## config.mk

```make
export PLATFORM = sky130hd
export DESIGN_NAME = dual_watchdog_timer
export DESIGN_NICKNAME = d
export VERILOG_FILES = /design/src/inc/wdog_pkg.sv /design/src/inc/wdog_tmr_if.sv /design/src/verilog/wdog_core.sv /design/src/verilog/dual_watchdog_timer.sv
export SDC_FILE = /design/constraint.sdc
export NUM_CORES = 1
export LEC_CHECK = 0
export CORE_UTILIZATION = 69
export CTS_CLUSTER_SIZE = 10
export DETAILED_ROUTE_END_ITERATION = 12
export DONT_BUFFER_PORTS = 1
export PLACE_DENSITY = 0.81
export SLEW_MARGIN = 20
export SYNTH_ARGS = -nofsm -noshare
export SYNTH_HDL_FRONTEND = slang
export SYNTH_HIERARCHICAL = 1
export SYNTH_SLANG_ARGS = --single-unit
```

## constraint.sdc

```tcl
create_clock -name i_clk -period 4.1 [get_ports i_clk]
set_input_delay 0.41 -clock i_clk [delete_from_list [all_inputs] [get_ports i_clk]]
set_output_delay 0.41 -clock i_clk [all_outputs]
set_load 0.05 [all_outputs]
```

## src/inc/wdog_pkg.sv

```systemverilog
/*
  constants for the dual watchdog block: i/o port addresses, legacy index
  values, field positions, reset values and time base figures.
  assumes a host i/o bus with 16-bit port address and byte data.
*/
package wdog_pkg;
  // =========================================================
  // i/o ports
  localparam logic [15:0] PORT_INDEX = 16'h0022;
  localparam logic [15:0] PORT_DATA = 16'h0023;
  localparam logic [15:0] PORT_SEC_RELOAD = 16'h0067;
  localparam logic [15:0] PORT_SEC_CTRL = 16'h0068;
  localparam logic [15:0] PORT_SEC_ACT = 16'h0069;
  localparam logic [15:0] PORT_SEC_CNT_LO = 16'h006A;
  localparam logic [15:0] PORT_SEC_CNT_MID = 16'h006B;
  localparam logic [15:0] PORT_SEC_CNT_HI = 16'h006C;
  localparam logic [15:0] PORT_SEC_STATUS = 16'h006D;
  // =========================================================
  // legacy indexes
  localparam logic [7:0] IDX_LOCK = 8'h13;
  localparam logic [7:0] IDX_ENABLE = 8'h37;
  localparam logic [7:0] IDX_ACT = 8'h38;
  localparam logic [7:0] IDX_CNT_LO = 8'h39;
  localparam logic [7:0] IDX_CNT_MID = 8'h3A;
  localparam logic [7:0] IDX_CNT_HI = 8'h3B;
  localparam logic [7:0] IDX_STATUS = 8'h3C;
  localparam logic [7:0] UNLOCK_KEY = 8'hC5;
  // =========================================================
  // fields
  localparam int BIT_ENABLE = 6;
  localparam int BIT_KICK = 6;
  localparam int BIT_FIRED = 7;
  localparam int ACT_LSB = 4;
  localparam int CNT_W = 24;
  localparam logic [7:0] ENABLE_MASK = 8'h40;
  localparam logic [7:0] ACT_MASK = 8'hF0;
  localparam logic [7:0] LEGACY_EN_RESET = 8'h40;
  localparam logic [7:0] SEC_EN_RESET = 8'h00;
  localparam logic [7:0] READ_UNDEF = 8'hFF;
  // =========================================================
  // action codes
  localparam logic [3:0] ACT_NMI = 4'hC;
  localparam logic [3:0] ACT_SYSRST = 4'hD;
  // =========================================================
  // time base
  localparam int CLK_HZ = 40000000;
  localparam int TICK_HZ = 32768;
  localparam int TICK_DIV = CLK_HZ / TICK_HZ;
endpackage : wdog_pkg

```

## src/inc/wdog_tmr_if.sv

```systemverilog
/*
  interface between the register front end and one timer core.
  assumes both ends share i_clk.
*/
`timescale 1ns/1ps
interface wdog_tmr_if;
  logic enable;
  logic restart;
  logic tick;
  logic [23:0] limit;
  logic [23:0] count;
  logic expire;
  modport regs (output enable, output restart, output tick, output limit,
    input count, input expire);
  modport core (input enable, input restart, input tick, input limit,
    output count, output expire);
endinterface : wdog_tmr_if

```

## src/verilog/wdog_core.sv

```systemverilog
/*
  one 24-bit up-counting watchdog core.
  assumes a one-cycle tick from the 32.768 khz time base.
*/
`timescale 1ns/1ps
module wdog_core (
  input wire logic i_clk,
  input wire logic i_rst,
  wdog_tmr_if.core tmr
);
  import wdog_pkg::*;
  logic [CNT_W-1:0] count_q;
  logic [CNT_W-1:0] count_d;
  logic expire_q;
  logic hit;
  // =========================================================
  // counter
  assign hit = tmr.enable && tmr.tick && (count_q + 24'h000001 == tmr.limit);
  always_comb begin
    count_d = count_q;
    if (!tmr.enable || tmr.restart) begin
      count_d = '0;
    end else if (tmr.tick && !expire_q) begin
      count_d = count_q + 24'h000001;
    end
  end
  always_ff @(posedge i_clk) begin
    if (i_rst) begin
      count_q <= '0;
      expire_q <= 1'b0;
    end else begin
      count_q <= count_d;
      // hold at the limit until restart so the event is a single pulse
      expire_q <= tmr.enable && !tmr.restart && (expire_q || hit);
    end
  end
  assign tmr.count = count_q;
  assign tmr.expire = hit && !expire_q && !tmr.restart;
endmodule : wdog_core

```

## src/verilog/dual_watchdog_timer.sv

```systemverilog
/*
  two independent watchdog timers behind host i/o port cycles: a legacy
  one behind an index/data port pair and a second with direct ports.
  assumes one-cycle read/write strobes on i_clk from the host bus.
*/
// What this block does
// - legacy registers via index then data port
// - legacy counts 24 bits at 32.768 khz
// - timeout from one tick to 512 s
// - legacy timeout bytes at 3Bh 3Ah 39h
// - enable bit starts count from zero
// - clearing enable stops and zeroes counter
// - count equal timeout fires selected action
// - action code decodes irq, nmi, reset
// - legacy fired flag is read-only
// - writing kick bit restarts legacy count
// - second timer decoded on direct ports
// - second control bit 6 enables counter
// - second timeout bytes at 6Ah to 6Ch
// - second fired flag, write one clears
// - any reload write restarts second counter
// - both timers run fully independent
`timescale 1ns/1ps
module dual_watchdog_timer (
  input wire logic i_clk,
  input wire logic i_rst,
  input wire logic [15:0] i_io_addr,
  input wire logic i_io_wr,
  input wire logic i_io_rd,
  input wire logic [7:0] i_io_wdata,
  output logic [7:0] o_io_rdata,
  output logic o_io_hit,
  output logic [15:0] o_irq,
  output logic o_nmi,
  output logic o_sys_reset
);
  import wdog_pkg::*;

  // =========================================================
  // action decode
  function automatic logic [17:0] act_decode(input logic [3:0] code);
    logic [17:0] v;
    v = '0;
    case (code)
      4'h1: v[3] = 1'b1;
      4'h2: v[4] = 1'b1;
      4'h3: v[5] = 1'b1;
      4'h4: v[6] = 1'b1;
      4'h5: v[7] = 1'b1;
      4'h6: v[9] = 1'b1;
      4'h7: v[10] = 1'b1;
      4'h9: v[12] = 1'b1;
      4'hA: v[14] = 1'b1;
      4'hB: v[15] = 1'b1;
      ACT_NMI: v[16] = 1'b1;
      ACT_SYSRST: v[17] = 1'b1;
      default: v = '0;
    endcase
    return v;
  endfunction : act_decode

  // =========================================================
  // time base
  logic [15:0] div_q;
  logic tick;
  assign tick = (div_q == 16'(TICK_DIV - 1));
  always_ff @(posedge i_clk) begin
    if (i_rst) begin
      div_q <= '0;
    end else begin
      div_q <= tick ? 16'h0000 : div_q + 16'h0001;
    end
  end

  // =========================================================
  // port decode
  logic wr_index, wr_data, rd_data;
  logic sec_wr_reload, sec_wr_ctrl, sec_wr_act, sec_wr_status;
  logic sec_wr_lo, sec_wr_mid, sec_wr_hi;
  logic port_sec;
  assign wr_index = i_io_wr && (i_io_addr == PORT_INDEX);
  assign wr_data = i_io_wr && (i_io_addr == PORT_DATA);
  assign rd_data = i_io_rd && (i_io_addr == PORT_DATA);
  assign sec_wr_reload = i_io_wr && (i_io_addr == PORT_SEC_RELOAD);
  assign sec_wr_ctrl = i_io_wr && (i_io_addr == PORT_SEC_CTRL);
  assign sec_wr_act = i_io_wr && (i_io_addr == PORT_SEC_ACT);
  assign sec_wr_lo = i_io_wr && (i_io_addr == PORT_SEC_CNT_LO);
  assign sec_wr_mid = i_io_wr && (i_io_addr == PORT_SEC_CNT_MID);
  assign sec_wr_hi = i_io_wr && (i_io_addr == PORT_SEC_CNT_HI);
  assign sec_wr_status = i_io_wr && (i_io_addr == PORT_SEC_STATUS);
  assign port_sec = (i_io_addr >= PORT_SEC_RELOAD) &&
    (i_io_addr <= PORT_SEC_STATUS);

  // =========================================================
  // legacy registers
  logic [7:0] index_q;
  logic unlock_q;
  logic [7:0] leg_en_q, leg_act_q, leg_lo_q, leg_mid_q, leg_hi_q;
  logic leg_fired_q;
  logic leg_kick;
  logic leg_wr_cfg;
  // unlock gates the config and kick writes; reads stay open for polling
  assign leg_wr_cfg = wr_data && unlock_q;
  assign leg_kick = leg_wr_cfg && (index_q == IDX_STATUS) &&
    i_io_wdata[BIT_KICK];

  wdog_tmr_if leg_if ();
  wdog_tmr_if sec_if ();

  always_ff @(posedge i_clk) begin
    if (i_rst) begin
      index_q <= '0;
      unlock_q <= 1'b0;
      leg_en_q <= LEGACY_EN_RESET;
      leg_act_q <= '0;
      leg_lo_q <= '0;
      leg_mid_q <= '0;
      leg_hi_q <= '0;
    end else begin
      if (wr_index) begin
        index_q <= i_io_wdata;
      end
      if (wr_data && index_q == IDX_LOCK) begin
        unlock_q <= (i_io_wdata == UNLOCK_KEY);
      end
      if (leg_wr_cfg) begin
        case (index_q)
          IDX_ENABLE: leg_en_q <= i_io_wdata & ENABLE_MASK;
          IDX_ACT: leg_act_q <= i_io_wdata & ACT_MASK;
          IDX_CNT_LO: leg_lo_q <= i_io_wdata;
          IDX_CNT_MID: leg_mid_q <= i_io_wdata;
          IDX_CNT_HI: leg_hi_q <= i_io_wdata;
          default: ;
        endcase
      end
    end
  end

  // fired flag: set on expiry, cleared in the cycle after enable goes low
  always_ff @(posedge i_clk) begin
    if (i_rst) begin
      leg_fired_q <= 1'b0;
    end else begin
      leg_fired_q <= leg_if.expire ||
        (leg_fired_q && leg_en_q[BIT_ENABLE]);
    end
  end

  assign leg_if.enable = leg_en_q[BIT_ENABLE];
  assign leg_if.restart = leg_kick;
  assign leg_if.tick = tick;
  assign leg_if.limit = {leg_hi_q, leg_mid_q, leg_lo_q};

  wdog_core u_legacy (
    .i_clk(i_clk),
    .i_rst(i_rst),
    .tmr(leg_if.core)
  );

  // =========================================================
  // second watchdog registers
  logic [7:0] sec_ctrl_q, sec_act_q, sec_lo_q, sec_mid_q, sec_hi_q;
  logic sec_fired_q;
  logic sec_clr;
  assign sec_clr = sec_wr_status && i_io_wdata[BIT_FIRED];
  always_ff @(posedge i_clk) begin
    if (i_rst) begin
      sec_ctrl_q <= SEC_EN_RESET;
      sec_act_q <= '0;
      sec_lo_q <= '0;
      sec_mid_q <= '0;
      sec_hi_q <= '0;
      sec_fired_q <= 1'b0;
    end else begin
      if (sec_wr_ctrl) begin
        sec_ctrl_q <= i_io_wdata & ENABLE_MASK;
      end
      if (sec_wr_act) begin
        sec_act_q <= i_io_wdata & ACT_MASK;
      end
      if (sec_wr_lo) begin
        sec_lo_q <= i_io_wdata;
      end
      if (sec_wr_mid) begin
        sec_mid_q <= i_io_wdata;
      end
      if (sec_wr_hi) begin
        sec_hi_q <= i_io_wdata;
      end
      // set wins over the write-one clear
      sec_fired_q <= sec_if.expire || (sec_fired_q && !sec_clr);
    end
  end

  assign sec_if.enable = sec_ctrl_q[BIT_ENABLE];
  assign sec_if.restart = sec_wr_reload;
  assign sec_if.tick = tick;
  assign sec_if.limit = {sec_hi_q, sec_mid_q, sec_lo_q};

  wdog_core u_second (
    .i_clk(i_clk),
    .i_rst(i_rst),
    .tmr(sec_if.core)
  );

  // =========================================================
  // actions: registered pulse, one cycle after the expiry cycle
  logic [17:0] leg_vec, sec_vec, act_d;
  logic [17:0] act_q;
  assign leg_vec = leg_if.expire ?
    act_decode(leg_act_q[ACT_LSB +: 4]) : 18'h00000;
  assign sec_vec = sec_if.expire ?
    act_decode(sec_act_q[ACT_LSB +: 4]) : 18'h00000;
  assign act_d = leg_vec | sec_vec;
  always_ff @(posedge i_clk) begin
    if (i_rst) begin
      act_q <= '0;
    end else begin
      act_q <= act_d;
    end
  end
  assign o_irq = act_q[15:0];
  assign o_nmi = act_q[16];
  assign o_sys_reset = act_q[17];

  // =========================================================
  // read path
  logic [7:0] leg_rd, sec_rd, rdata_d;
  logic [7:0] rdata_q;
  logic hit_q;
  always_comb begin
    case (index_q)
      IDX_ENABLE: leg_rd = leg_en_q;
      IDX_ACT: leg_rd = leg_act_q;
      IDX_CNT_LO: leg_rd = leg_lo_q;
      IDX_CNT_MID: leg_rd = leg_mid_q;
      IDX_CNT_HI: leg_rd = leg_hi_q;
      IDX_STATUS: leg_rd = {leg_fired_q, 7'h00};
      IDX_LOCK: leg_rd = {7'h00, unlock_q};
      default: leg_rd = 8'h00;
    endcase
  end
  always_comb begin
    case (i_io_addr)
      PORT_SEC_CTRL: sec_rd = sec_ctrl_q;
      PORT_SEC_ACT: sec_rd = sec_act_q;
      PORT_SEC_CNT_LO: sec_rd = sec_lo_q;
      PORT_SEC_CNT_MID: sec_rd = sec_mid_q;
      PORT_SEC_CNT_HI: sec_rd = sec_hi_q;
      PORT_SEC_STATUS: sec_rd = {sec_fired_q, 7'h00};
      default: sec_rd = READ_UNDEF;
    endcase
  end
  assign rdata_d = rd_data ? leg_rd :
    (i_io_addr == PORT_INDEX) ? index_q : sec_rd;
  always_ff @(posedge i_clk) begin
    if (i_rst) begin
      rdata_q <= '0;
      hit_q <= 1'b0;
    end else begin
      hit_q <= i_io_rd && (rd_data || port_sec || i_io_addr == PORT_INDEX);
      if (i_io_rd) begin
        rdata_q <= rdata_d;
      end
    end
  end
  assign o_io_rdata = rdata_q;
  assign o_io_hit = hit_q;
endmodule : dual_watchdog_timer

```

==> results.ini, run 1 <==
[setup_path]
cp-end-kind = register
crit_start = div_q[0]
start_kind = register
cp_max_fo = 7
timing.rr.start = div_q[0]
critPathArrivalTime_ns = 3.84
critPathKind = reg -> reg
cp_data_required_time_ns = 4.47

[power_and_ir_drop]
pwr-share-seq_pct = 49.2
leakage_nw = 3.380
switching_share_pct = 23.84
switchingPower_w = 0.0007522
fin_total_pwr_w = 0.003155
power_frac_clock_pct = 48.9
internal-power_w = 0.002403
power_frac_comb_pct = 1.9
ir_worst_vdd_v = 0.0002561
power_density_nw_per_um2 = 330.6

[drt]
wl_um = 22820
drc = 0
dr.pass1.iters = 5
first_iter_violations = 832
antenna_left = 0
wl_per_cell_um = 18.77
via_per_inst = 6.485
vias = 7886

[global_route]
first_global_vias = 7307
antenna_found_initial = 1
grt-busiest-layer = met2
grt_pass1_wl_um = 36540
grt_use_met1_pct = 45.32
grt_start_max_net_pins = 94
grt_util_met2_pct = 54.75
met3_usage_pct = 9.133
grt_overflow = 0
grt.total_usage_pct = 35.05

[logic_synthesis]
syn_area_per_cell_um2 = 8.377
syn_inst = 1075
synth_edf_count = 0
synthDistinctLibCells = 76
ys_ff_latch = 156
synth.cell_area_um2 = 9005
yosys_warnings = 6
seq_area_frac_synth_pct = 34.68
synthFlopType = dfxtp_1
async_flop_share_pct = 0

[floorplan]
num_io_pins = 55
core_area_um2 = 12670
die_h_um = 116.2
die_area_um2 = 13510
die_x_um = 116.2
std_cell_rows = 41
start_util_pct = 71.07

[layout]
drive_gt1_share_pct = 8.150
final_nets = 1061
area_growth_syn_to_layout_pct = 5.975
utilization_pct = 75.31

[placement]
gp_congestion = 0.9743
pre_cts_ws_ns = 0.7513
hpwl_um = 15810
portBuffers = 0

[sta]
skew_ns = 0.01047
rsz0062_at_grt = no
maxSlewHeadroom_pct = 35.96
tns_ns = 0
setup_ws_ns = 0.6356
fin_crit_ns = 3.464
finalSetupViolCount = 0
hold_viol = 0
fmax_ghz = 0.2887
drv_slew = 0
timing.final.crit_share_pct = 84.50
worst_pin_slew_ns = 0.9518

[cts]
cts_setup_buffers = 0
clockBufferDepth = 2
cts_buffers = 17
cts_max_level = 4
clkLatencyLatePin_ns = 0.44
clkTransAtPathRegs_ns = 0.07
cts_sinks = 156
hold_buffers = 0
cts_resized = 0
cts_tree = yes
root_buffer = clkbuf_16

[worst_hold_path]
hold_start = i_rst
min_path_type = in -> reg

[run_status]
status = completed

[flow_run]
maxCapViolations = 0

[worst paths after layout]
path,endpoint,slack [ns],cells after the start
worst min register to register,div_q[0],0.48,1
worst min-delay path,leg_lo_q[3],0.04,1
worst max register to register,act_q[17],0.64,12
worst max-delay path,act_q[17],0.64,12
[power by group through the flow]
stage               Clock, W  Combinational (W)  Sequential (W)
global placement           0          0.0000593         0.00158
detailed placement         0          0.0000598         0.00159
finish               0.00154          0.0000615         0.00155
CTS                  0.00156          0.0000610         0.00155
floorplan                  0          0.0000788         0.00158
global route         0.00163          0.0000674         0.00155
[cell type report]
class | instances | area [um2]
Timing Repair Buffer | 11 | 82.58
Inverter | 8 | 30.03
Clock inverter | 11 | 97.59
Multi-Input combinational cell | 836 | 5512
Antenna cell | 1 | 2.502
Sequential cell | 156 | 3123
Fill cell | 938 | 3128
Clock buffer | 21 | 480.5
Tap cell | 172 | 215.2
[layout by cell type, fill, tap and decap left out, types with 4 or more instances in the layout]
cell         n
a21oi_1     33
a22oi_1     16
a31oi_1      7
and2_1       6
and3_1      24
and4_1      11
buf_4       11
clkbuf_16   17
clkbuf_8     4
conb_1       6
dfxtp_1    156
inv_1        8
inv_6        7
mux2_2       7
mux2i_1     63
nand2_1     80
nand2b_1    14
nand3_1     55
nand3b_1     5
nand4_1     34
nor2_1     169
nor2b_1     19
nor3_1      12
nor3b_1      4
nor4_1      11
nor4_2       4
nor4_4       5
nor4b_1      7
o211a_1      4
o21a_1       5
o21ai_0     27
o22ai_1      4
o2bb2ai_1    4
o31ai_1      4
or3_1        9
or4_1        9
or4b_1       4
xnor2_1     50
xor2_1      61
[metal layers]
layer	vias up	wire (um)
li1	3706	-
met1	3787	9799
met2	340	10390
met3	53	2059
met4	0	569
met5	-	0
[metrics by stage]
stage | hold slack (ns) | cells | instance area (um2)
2_1_floorplan | 0.4261 | 1080 | 9024
3_3_place_gp | 0.4436 | 1183 | 8962
3_5_place_dp | 0.4610 | 1183 | 8962
4_1_cts | 0.02818 | 1215 | 9540
5_1_grt | 0.03442 | 1216 | 9543
6_report | 0.04113 | 1216 | 9543
[synthesized netlist by cell type (11+ instances only)]
| cell type | number | area (um2) |
|---|---|---|
| nand2_1 | 80 | 300.3 |
| a22oi_1 | 16 | 120.1 |
| clkbuf_1 | 44 | 165.2 |
| nor2_1 | 169 | 634.4 |
| xor2_1 | 61 | 534.3 |
| nand2b_1 | 14 | 87.58 |
| nor2b_1 | 19 | 118.9 |
| a21oi_1 | 33 | 165.2 |
| nor3_1 | 12 | 60.06 |
| buf_4 | 12 | 90.09 |
| and3_1 | 24 | 150.1 |
| mux2i_1 | 63 | 630.6 |
| and4_1 | 11 | 96.34 |
| xnor2_1 | 50 | 437.9 |
| dfxtp_1 | 156 | 3123 |
| buf_2 | 21 | 105.1 |
| nand3_1 | 55 | 275.3 |
| o21ai_0 | 27 | 135.1 |
| nand4_1 | 34 | 212.7 |
| nor4_1 | 11 | 68.82 |
[flip-flops by register name (all words and copies together), names as in the netlist, 4 cells and up]
signal              flops
sec_hi_q                8
index_q                 8
leg_act_q               4
leg_lo_q                8
div_q                  16
leg_mid_q               8
act_q                  12
sec_lo_q                8
u_legacy/tmr.count     24
u_second/tmr.count     24
o_io_rdata              8
leg_hi_q                8
sec_act_q               4
sec_mid_q               8
[worst max-delay path, cell delays in order, from the launching register on]
cell and delay, ns:
dfxtp_1 0.38, ha_1 0.22, nor4b_1 0.21, and4_1 0.37, nand4_1 0.13, nor4_1 0.41
o2111ai_1 0.19, nor4_2 0.37, nor3b_2 0.50, nand2_1 0.10, nor2_1 0.25, nand3_1 0.11
a21oi_1 0.15
[cells by family after synthesis]
logic type / count (synthesis) / synth area share [%]
multiplexers: 73 / 8.629
flip-flops: 156 / 34.68
AO/OA/AOI/OAI: 135 / 10.06
buffers and inverters: 88 / 4.460
other: 1 / 0.04164
adder cells (fa/ha/maj): 3 / 0.4169
AND/OR/NAND/NOR: 508 / 30.92
XOR/XNOR: 111 / 10.80
Note: power is estimated with default switching activity, not from simulation.
==> run 2: changes to the inputs <==
--- a/config.mk
+++ b/config.mk
@@ -5,11 +5,11 @@
 export SDC_FILE = /design/constraint.sdc
 export NUM_CORES = 1
 export LEC_CHECK = 0
-export CORE_UTILIZATION = 69
+export CORE_UTILIZATION = 58
 export CTS_CLUSTER_SIZE = 10
 export DETAILED_ROUTE_END_ITERATION = 12
 export DONT_BUFFER_PORTS = 1
-export PLACE_DENSITY = 0.81
+export PLACE_DENSITY = 0.72
 export SLEW_MARGIN = 20
 export SYNTH_ARGS = -nofsm -noshare
 export SYNTH_HDL_FRONTEND = slang
==> constraint.sdc (replaced) <==
create_clock -name i_clk -period 3.1 [get_ports i_clk]
set_input_delay 0.31 -clock i_clk [delete_from_list [all_inputs] [get_ports i_clk]]
set_output_delay 0.31 -clock i_clk [all_outputs]
set_load 0.05 [all_outputs]
==> results.ini, run 2 (synthesis results as in run 1) <==
[sta]
fin_crit_ns = 2.959  ; -0.5056 ns
timing.hold.ws_ns = 0.01902  ; -0.02211 ns
hold_viol = 0  ; unchanged
worst_pin_slew_ns = 0.8173  ; -0.1345 ns
maxSlewHeadroom_pct = 45.01  ; +9.1 points
timing.final.crit_share_pct = 95.44  ; +11 points
skew_ns = 0.01186  ; +0.001387 ns
setup_ws_ns = 0.1412  ; -0.4944 ns
drv_slew = 0  ; unchanged
finalSetupViolCount = 0  ; unchanged
fmax_ghz = 0.3380  ; +17%

[drt]
via_per_inst = 6.218  ; -4.1%
dr.pass1.iters = 6  ; +1
vias = 7953  ; +0.85%
drc = 0  ; unchanged
antenna_left = 0  ; unchanged
wl_per_cell_um = 19.06  ; +1.6%
wl_um = 24380  ; +6.8%
first_iter_violations = 670  ; -19%

[setup_path]
cp_data_required_time_ns = 3.47  ; -1.00 ns
critPathArrivalTime_ns = 3.33  ; -0.51 ns
critPathKind = reg -> reg
crit_chain = buf_6, and4_4, nand4_4, or4b_4, a31oi_4, o22ai_1, nor4_2, nor3b_2, buf_4, nand2_1, nor2_4, nand3_1, a21oi_1
cp_max_fo = 5  ; -2
timing.rr.start = u_second/tmr.count[0]
r2r_cells = 13  ; +1
start_kind = register
cpPeakStageDelay_ns = 0.52  ; +0.02 ns
cp-end-kind = register
timing.rr.end = act_q[17]
crit_slowest_cell = or4b_4
r2r_slack_ns = 0.14  ; -0.49 ns
crit_end = act_q[17]
crit_start = u_second/tmr.count[0]

[global_route]
grt_overflow = 0  ; unchanged
grt_start_max_net_pins = 86  ; -8.5%
first_global_vias = 7295  ; -0.16%
grt_pass1_wl_um = 38200  ; +4.6%
antenna_found_initial = 0  ; -1
grt.total_usage_pct = 30.53  ; -4.5 points

[layout]
final_nets = 1110  ; +4.6%
final_common_cell = nor2_1
finalNonFillerCells = 1279  ; +5.2%
area_growth_syn_to_layout_pct = 12.37
drive_gt1_share_pct = 15.03  ; +6.9 points
fillers = 1289  ; +37%
diodes = 0  ; -1
layout_common_cells = 166 x nor2_1, 144 x dfxtp_1, 80 x nand2_1

[floorplan]
num_io_pins = 55  ; unchanged
die_area_um2 = 16030  ; +19%
std_cell_rows = 45  ; +9.8%
die_x_um = 126.6  ; +8.9%
core_area_um2 = 15200  ; +20%
die_h_um = 126.6  ; +8.9%
start_util_pct = 59.23  ; -12 points

[cts]
cts_buffers = 17  ; unchanged
clockBufferDepth = 2  ; unchanged
cts_tree = yes
root_buffer = clkbuf_16
clkLatencyLatePin_ns = 0.43  ; about the same
cts_max_level = 4  ; unchanged
cts_sinks = 156  ; unchanged
clkTransAtPathRegs_ns = 0.07  ; about the same

[power_and_ir_drop]
switchingPower_w = 0.001036  ; +38%
power_frac_clock_pct = 48.9  ; about the same
switching_share_pct = 24.53  ; +0.69 points
power_density_nw_per_um2 = 417.4  ; +26%
power_frac_comb_pct = 2.6  ; +0.7 points
internal-power_w = 0.003187  ; +33%
ir_worst_vdd_v = 0.0003951  ; +54%
pwr-share-seq_pct = 48.6  ; -0.6 points
leakage_nw = 3.660  ; +8.3%

[placement]
gp_congestion = 0.9037  ; -7.2%
post-place-cells = 1238  ; +4.6%
hpwl_um = 16830  ; +6.4%
portBuffers = 0  ; unchanged
pre_cts_ws_ns = -0.05193  ; -0.8032 ns

[flow_run]
maxCapViolations = 0  ; unchanged

[worst_hold_path]
min_path_type = in -> reg
hold_depth = 2  ; +1

[run_status]
status = completed

==> run 2: changes by cell type in the layout (fill, tap and decap cells not counted), moves of 3 or more <==
cell           change
and3_4             +3
dfxtp_1           -12
buf_4             +43
dfxtp_2           +12
dlygate4sd3_1      +4
ha_1               -3
clkbuf_8           -4
nor2_1             -3
and3_1             -4
==> run 2: power groups by stage <==
stage	sequential, W	clock, W	combinational (W)
floorplan	0.00209	0	0.000104
global placement	0.00210	0	0.0000788
detailed placement	0.00210	0	0.0000795
CTS	0.00205	0.00210	0.000105
global route	0.00205	0.00219	0.000117
finish	0.00205	0.00206	0.000108
==> run 2: metrics by stage <==
step,util [%],area [um2],setup TNS [ns],power (W)
after global routing,66.56,10120,-0.04698,0.004361
final,66.56,10120,0,0.004223
after CTS,65.26,9921,0,0.004252
after detailed placement,61.01,9275,-0.07766,0.002177
after floorplan,-,9024,0,0.002196
after global placement,61.01,9275,0,0.002176
==> run 2: final cells by class <==
class | instances | area (um2) | area share (%)
flip-flops and latches | 156 | 3138 | 31.01
clock inverters | 14 | 147.6 | 1.459
multi-input cells | 836 | 5658 | 55.92
clock buffers | 17 | 425.4 | 4.204
inverters | 8 | 30.03 | 0.2968
repair buffers | 60 | 484.2 | 4.785
well taps | 188 | 235.2 | 2.325
==> run 2: worst max-delay path: cells and delay by family (launching register included) <==
kind | cells | cell delay [ns]
and+or+nand+nor | 8 | 1.79
AOI/OAI and AO/OA | 3 | 0.45
DFF | 1 | 0.36
buffers and inverters | 2 | 0.29
==> run 2: how the worst min path moves through the flow <==
stage                         endpoint  slack (ns)          start
after global placement    leg_mid_q[3]        0.39          i_rst
after floorplan               div_q[0]        0.43       div_q[0]
after CTS                  sec_lo_q[3]       0.003  i_io_wdata[3]
final                      sec_lo_q[3]        0.02  i_io_wdata[3]
after detailed placement   leg_lo_q[3]        0.39          i_rst
after global routing       leg_en_q[6]       0.007  i_io_wdata[6]
==> run 2: what timing repair did <==
item                                   CTS  global route
gates resized for setup                  4            44
pin swaps                                0            14
setup endpoints to repair                6            12
endpoints found under the hold margin   86             1
buffers inserted                         0             5
hold buffers                             4             1
==> run 2: metal layers <==
metal,track usage (%),part of all wire [%],up-vias
li1,-,-,3802
met1,40.39,44,3798
met2,47.74,46,297
met3,8.730,7.9,56
met4,10.35,2.4,0
met5,0,0,-
==> run 3: changes to the inputs <==
==> constraint.sdc (replaced) <==
create_clock -name i_clk -period 2.7 [get_ports i_clk]
set_input_delay 0.27 -clock i_clk [delete_from_list [all_inputs] [get_ports i_clk]]
set_output_delay 0.27 -clock i_clk [all_outputs]
set_load 0.05 [all_outputs]
==> results.ini, run 3 (synthesis results as in run 1) <==
[run_status]
status = finished with violations
violations = setup timing

[placement]
placed_cell_area_um2 = 9976  ; +7.6%
gp_congestion = 0.9259  ; +2.5%
hpwl_um = 17560  ; +4.3%
portBuffers = 0  ; unchanged

[setup_path]
r2r_cells = 13  ; unchanged
cp-end-kind = register
timing.rr.start = div_q[1]
r2r_slack_ns = -0.26  ; -0.40 ns
crit_start = div_q[1]
timing.rr.end = act_q[6]
critPathArrivalTime_ns = 3.33  ; about the same
critPathKind = reg -> reg
cp_max_fo = 5  ; unchanged
crit_end = act_q[6]
cp_data_required_time_ns = 3.07  ; -0.40 ns
start_kind = register

[sta]
drv_slew = 0  ; unchanged
skew_ns = 0.01246  ; +0.0006082 ns
rsz0062_at_grt = yes
setup_ws_ns = -0.2634  ; -0.4046 ns
timing.final.crit_share_pct = 109.8  ; +14 points
tns_ns = -2.263  ; -2.263 ns
fin_crit_ns = 2.963  ; +0.004616 ns
finalSetupViolCount = 12  ; +12
timing.hold.ws_ns = 0.01467  ; -0.004349 ns
hold_viol = 0  ; unchanged
fmax_ghz = 0.3375  ; -0.16%
worst_pin_slew_ns = 0.6629  ; -0.1543 ns
maxSlewHeadroom_pct = 55.44  ; +10 points

[floorplan]
start_util_pct = 59.23  ; unchanged
std_cell_rows = 45  ; unchanged
num_io_pins = 55  ; unchanged
die_area_um2 = 16030  ; unchanged
die_h_um = 126.6  ; unchanged
die_x_um = 126.6  ; unchanged
core_area_um2 = 15200  ; unchanged

[global_route]
grt.total_usage_pct = 34.83  ; +4.3 points
grt_overflow = 0  ; unchanged
grt_start_max_net_pins = 66  ; -23%
antenna_found_initial = 0  ; unchanged
grt_pass1_wl_um = 43440  ; +14%
first_global_vias = 8496  ; +16%

[drt]
drc = 0  ; unchanged
via_per_inst = 6.256  ; +0.60%
vias = 8958  ; +13%
first_iter_violations = 842  ; +26%
antenna_left = 0  ; unchanged
met1Wirelength_um = 11180  ; +4.9%
dr.pass1.iters = 6  ; unchanged
wl_met3_um = 2575  ; +33%
wl_per_cell_um = 19.31  ; +1.3%
wl_um = 27650  ; +13%
wl_met2_um = 12850  ; +15%
top_layer = met4

[layout]
fillers = 1031  ; -20%
diodes = 0  ; unchanged
final_common_cell = nor2_1
drive_gt1_share_pct = 20.90  ; +5.9 points
final_nets = 1262  ; +14%
area_growth_syn_to_layout_pct = 28.09
finish.instance_area_um2 = 11530  ; +14%
layout_common_cells = 166 x nor2_1, 147 x dfxtp_1, 140 x buf_4
utilization_pct = 75.88  ; +9.3 points

[flow_run]
maxCapViolations = 0  ; unchanged

[power_and_ir_drop]
power_density_nw_per_um2 = 436.6  ; +4.6%
leakage_nw = 4.591  ; +25%
ir_worst_vdd_v = 0.0004802  ; +22%

[cts]
clkLatencyLatePin_ns = 0.44  ; about the same
root_buffer = clkbuf_16
clockBufferDepth = 2  ; unchanged
cts_tree = yes
clkTransAtPathRegs_ns = 0.07  ; about the same
cts_max_level = 4  ; unchanged
cts_sinks = 156  ; unchanged
cts_buffers = 17  ; unchanged

[worst_hold_path]
hold_start = i_io_wdata[3]
min_path_type = in -> reg

## run 3: changes by cell type in the layout (fill, tap and decap cells not counted), sizes merged
cell         before  now
clkbuf           17   18
inv              19   16
bufinv            1    2
dlygate4sd3       4   66
buf              56  146
clkinv            2    4
## run 3: power by group
group,internal (W),leakage (nW),switching [W]
logic,0.0000543,3.02,0.0000800
clock network,0.00143,0.305,0.00112
registers,0.00231,1.26,0.0000438
## run 3: timing repair
| action | 4_1_cts | 5_1_grt |
|---|---|---|
| gates resized for setup | 19 | 29 |
| endpoints found under the setup margin | 12 | 35 |
| hold buffers | 67 | 0 |
| endpoints found under the hold margin | 88 | 0 |
| cloned | 0 | 0 |
| pin swaps | 10 | 23 |
| setup buffers | 3 | 5 |
## run 3: final cells by class
| type | count | area, um2 | area share (%) |
|---|---|---|---|
| clock inverter | 14 | 173.9 | 1.508 |
| tap | 188 | 235.2 | 2.039 |
| multi-input combinational | 836 | 5717 | 49.56 |
| inverter | 8 | 30.03 | 0.2603 |
| timing repair buffer | 212 | 1805 | 15.65 |
| sequential | 156 | 3134 | 27.17 |
| clock buffer | 18 | 439.2 | 3.807 |
## run 3: critical path, stage by stage, from the launching register on
cell       delay (ns)
dfxtp_2          0.35
ha_4             0.14
nor4b_4          0.18
and4_4           0.26
buf_6            0.10
nand4_1          0.09
nor4_2           0.35
o2111ai_1        0.17
nor4_2           0.35
nor3b_2          0.22
buf_4            0.18
nor3b_4          0.23
a22oi_2          0.11
nor2_1           0.16
## run 3: stage by stage
stage               worst slack (ns)  instances  power [W]
finish                       -0.2634       1432   0.005036
CTS                          -0.1492       1427   0.005038
global placement             -0.1864       1325   0.002507
floorplan                    0.01141       1080   0.002521
detailed placement           -0.2844       1325   0.002508
global route                 -0.4415       1432   0.005160
## run 3: routing by layer
layer	GRT usage [%]	vias to the layer above
li1	-	4120
met1	43.29	4252
met2	56.19	476
met3	10.38	110
met4	14.81	0
met5	0	-
## run 3: worst min path at each step
stage | to | slack, ns | cells past startpoint
finish | leg_lo_q[3] | 0.01 | 2
global route | sec_hi_q[0] | 0.01 | 2
CTS | sec_hi_q[0] | 0.004 | 2
detailed placement | leg_hi_q[3] | 0.35 | 1
global placement | leg_mid_q[4] | 0.35 | 1
floorplan | leg_en_q[6] | 0.40 | 2
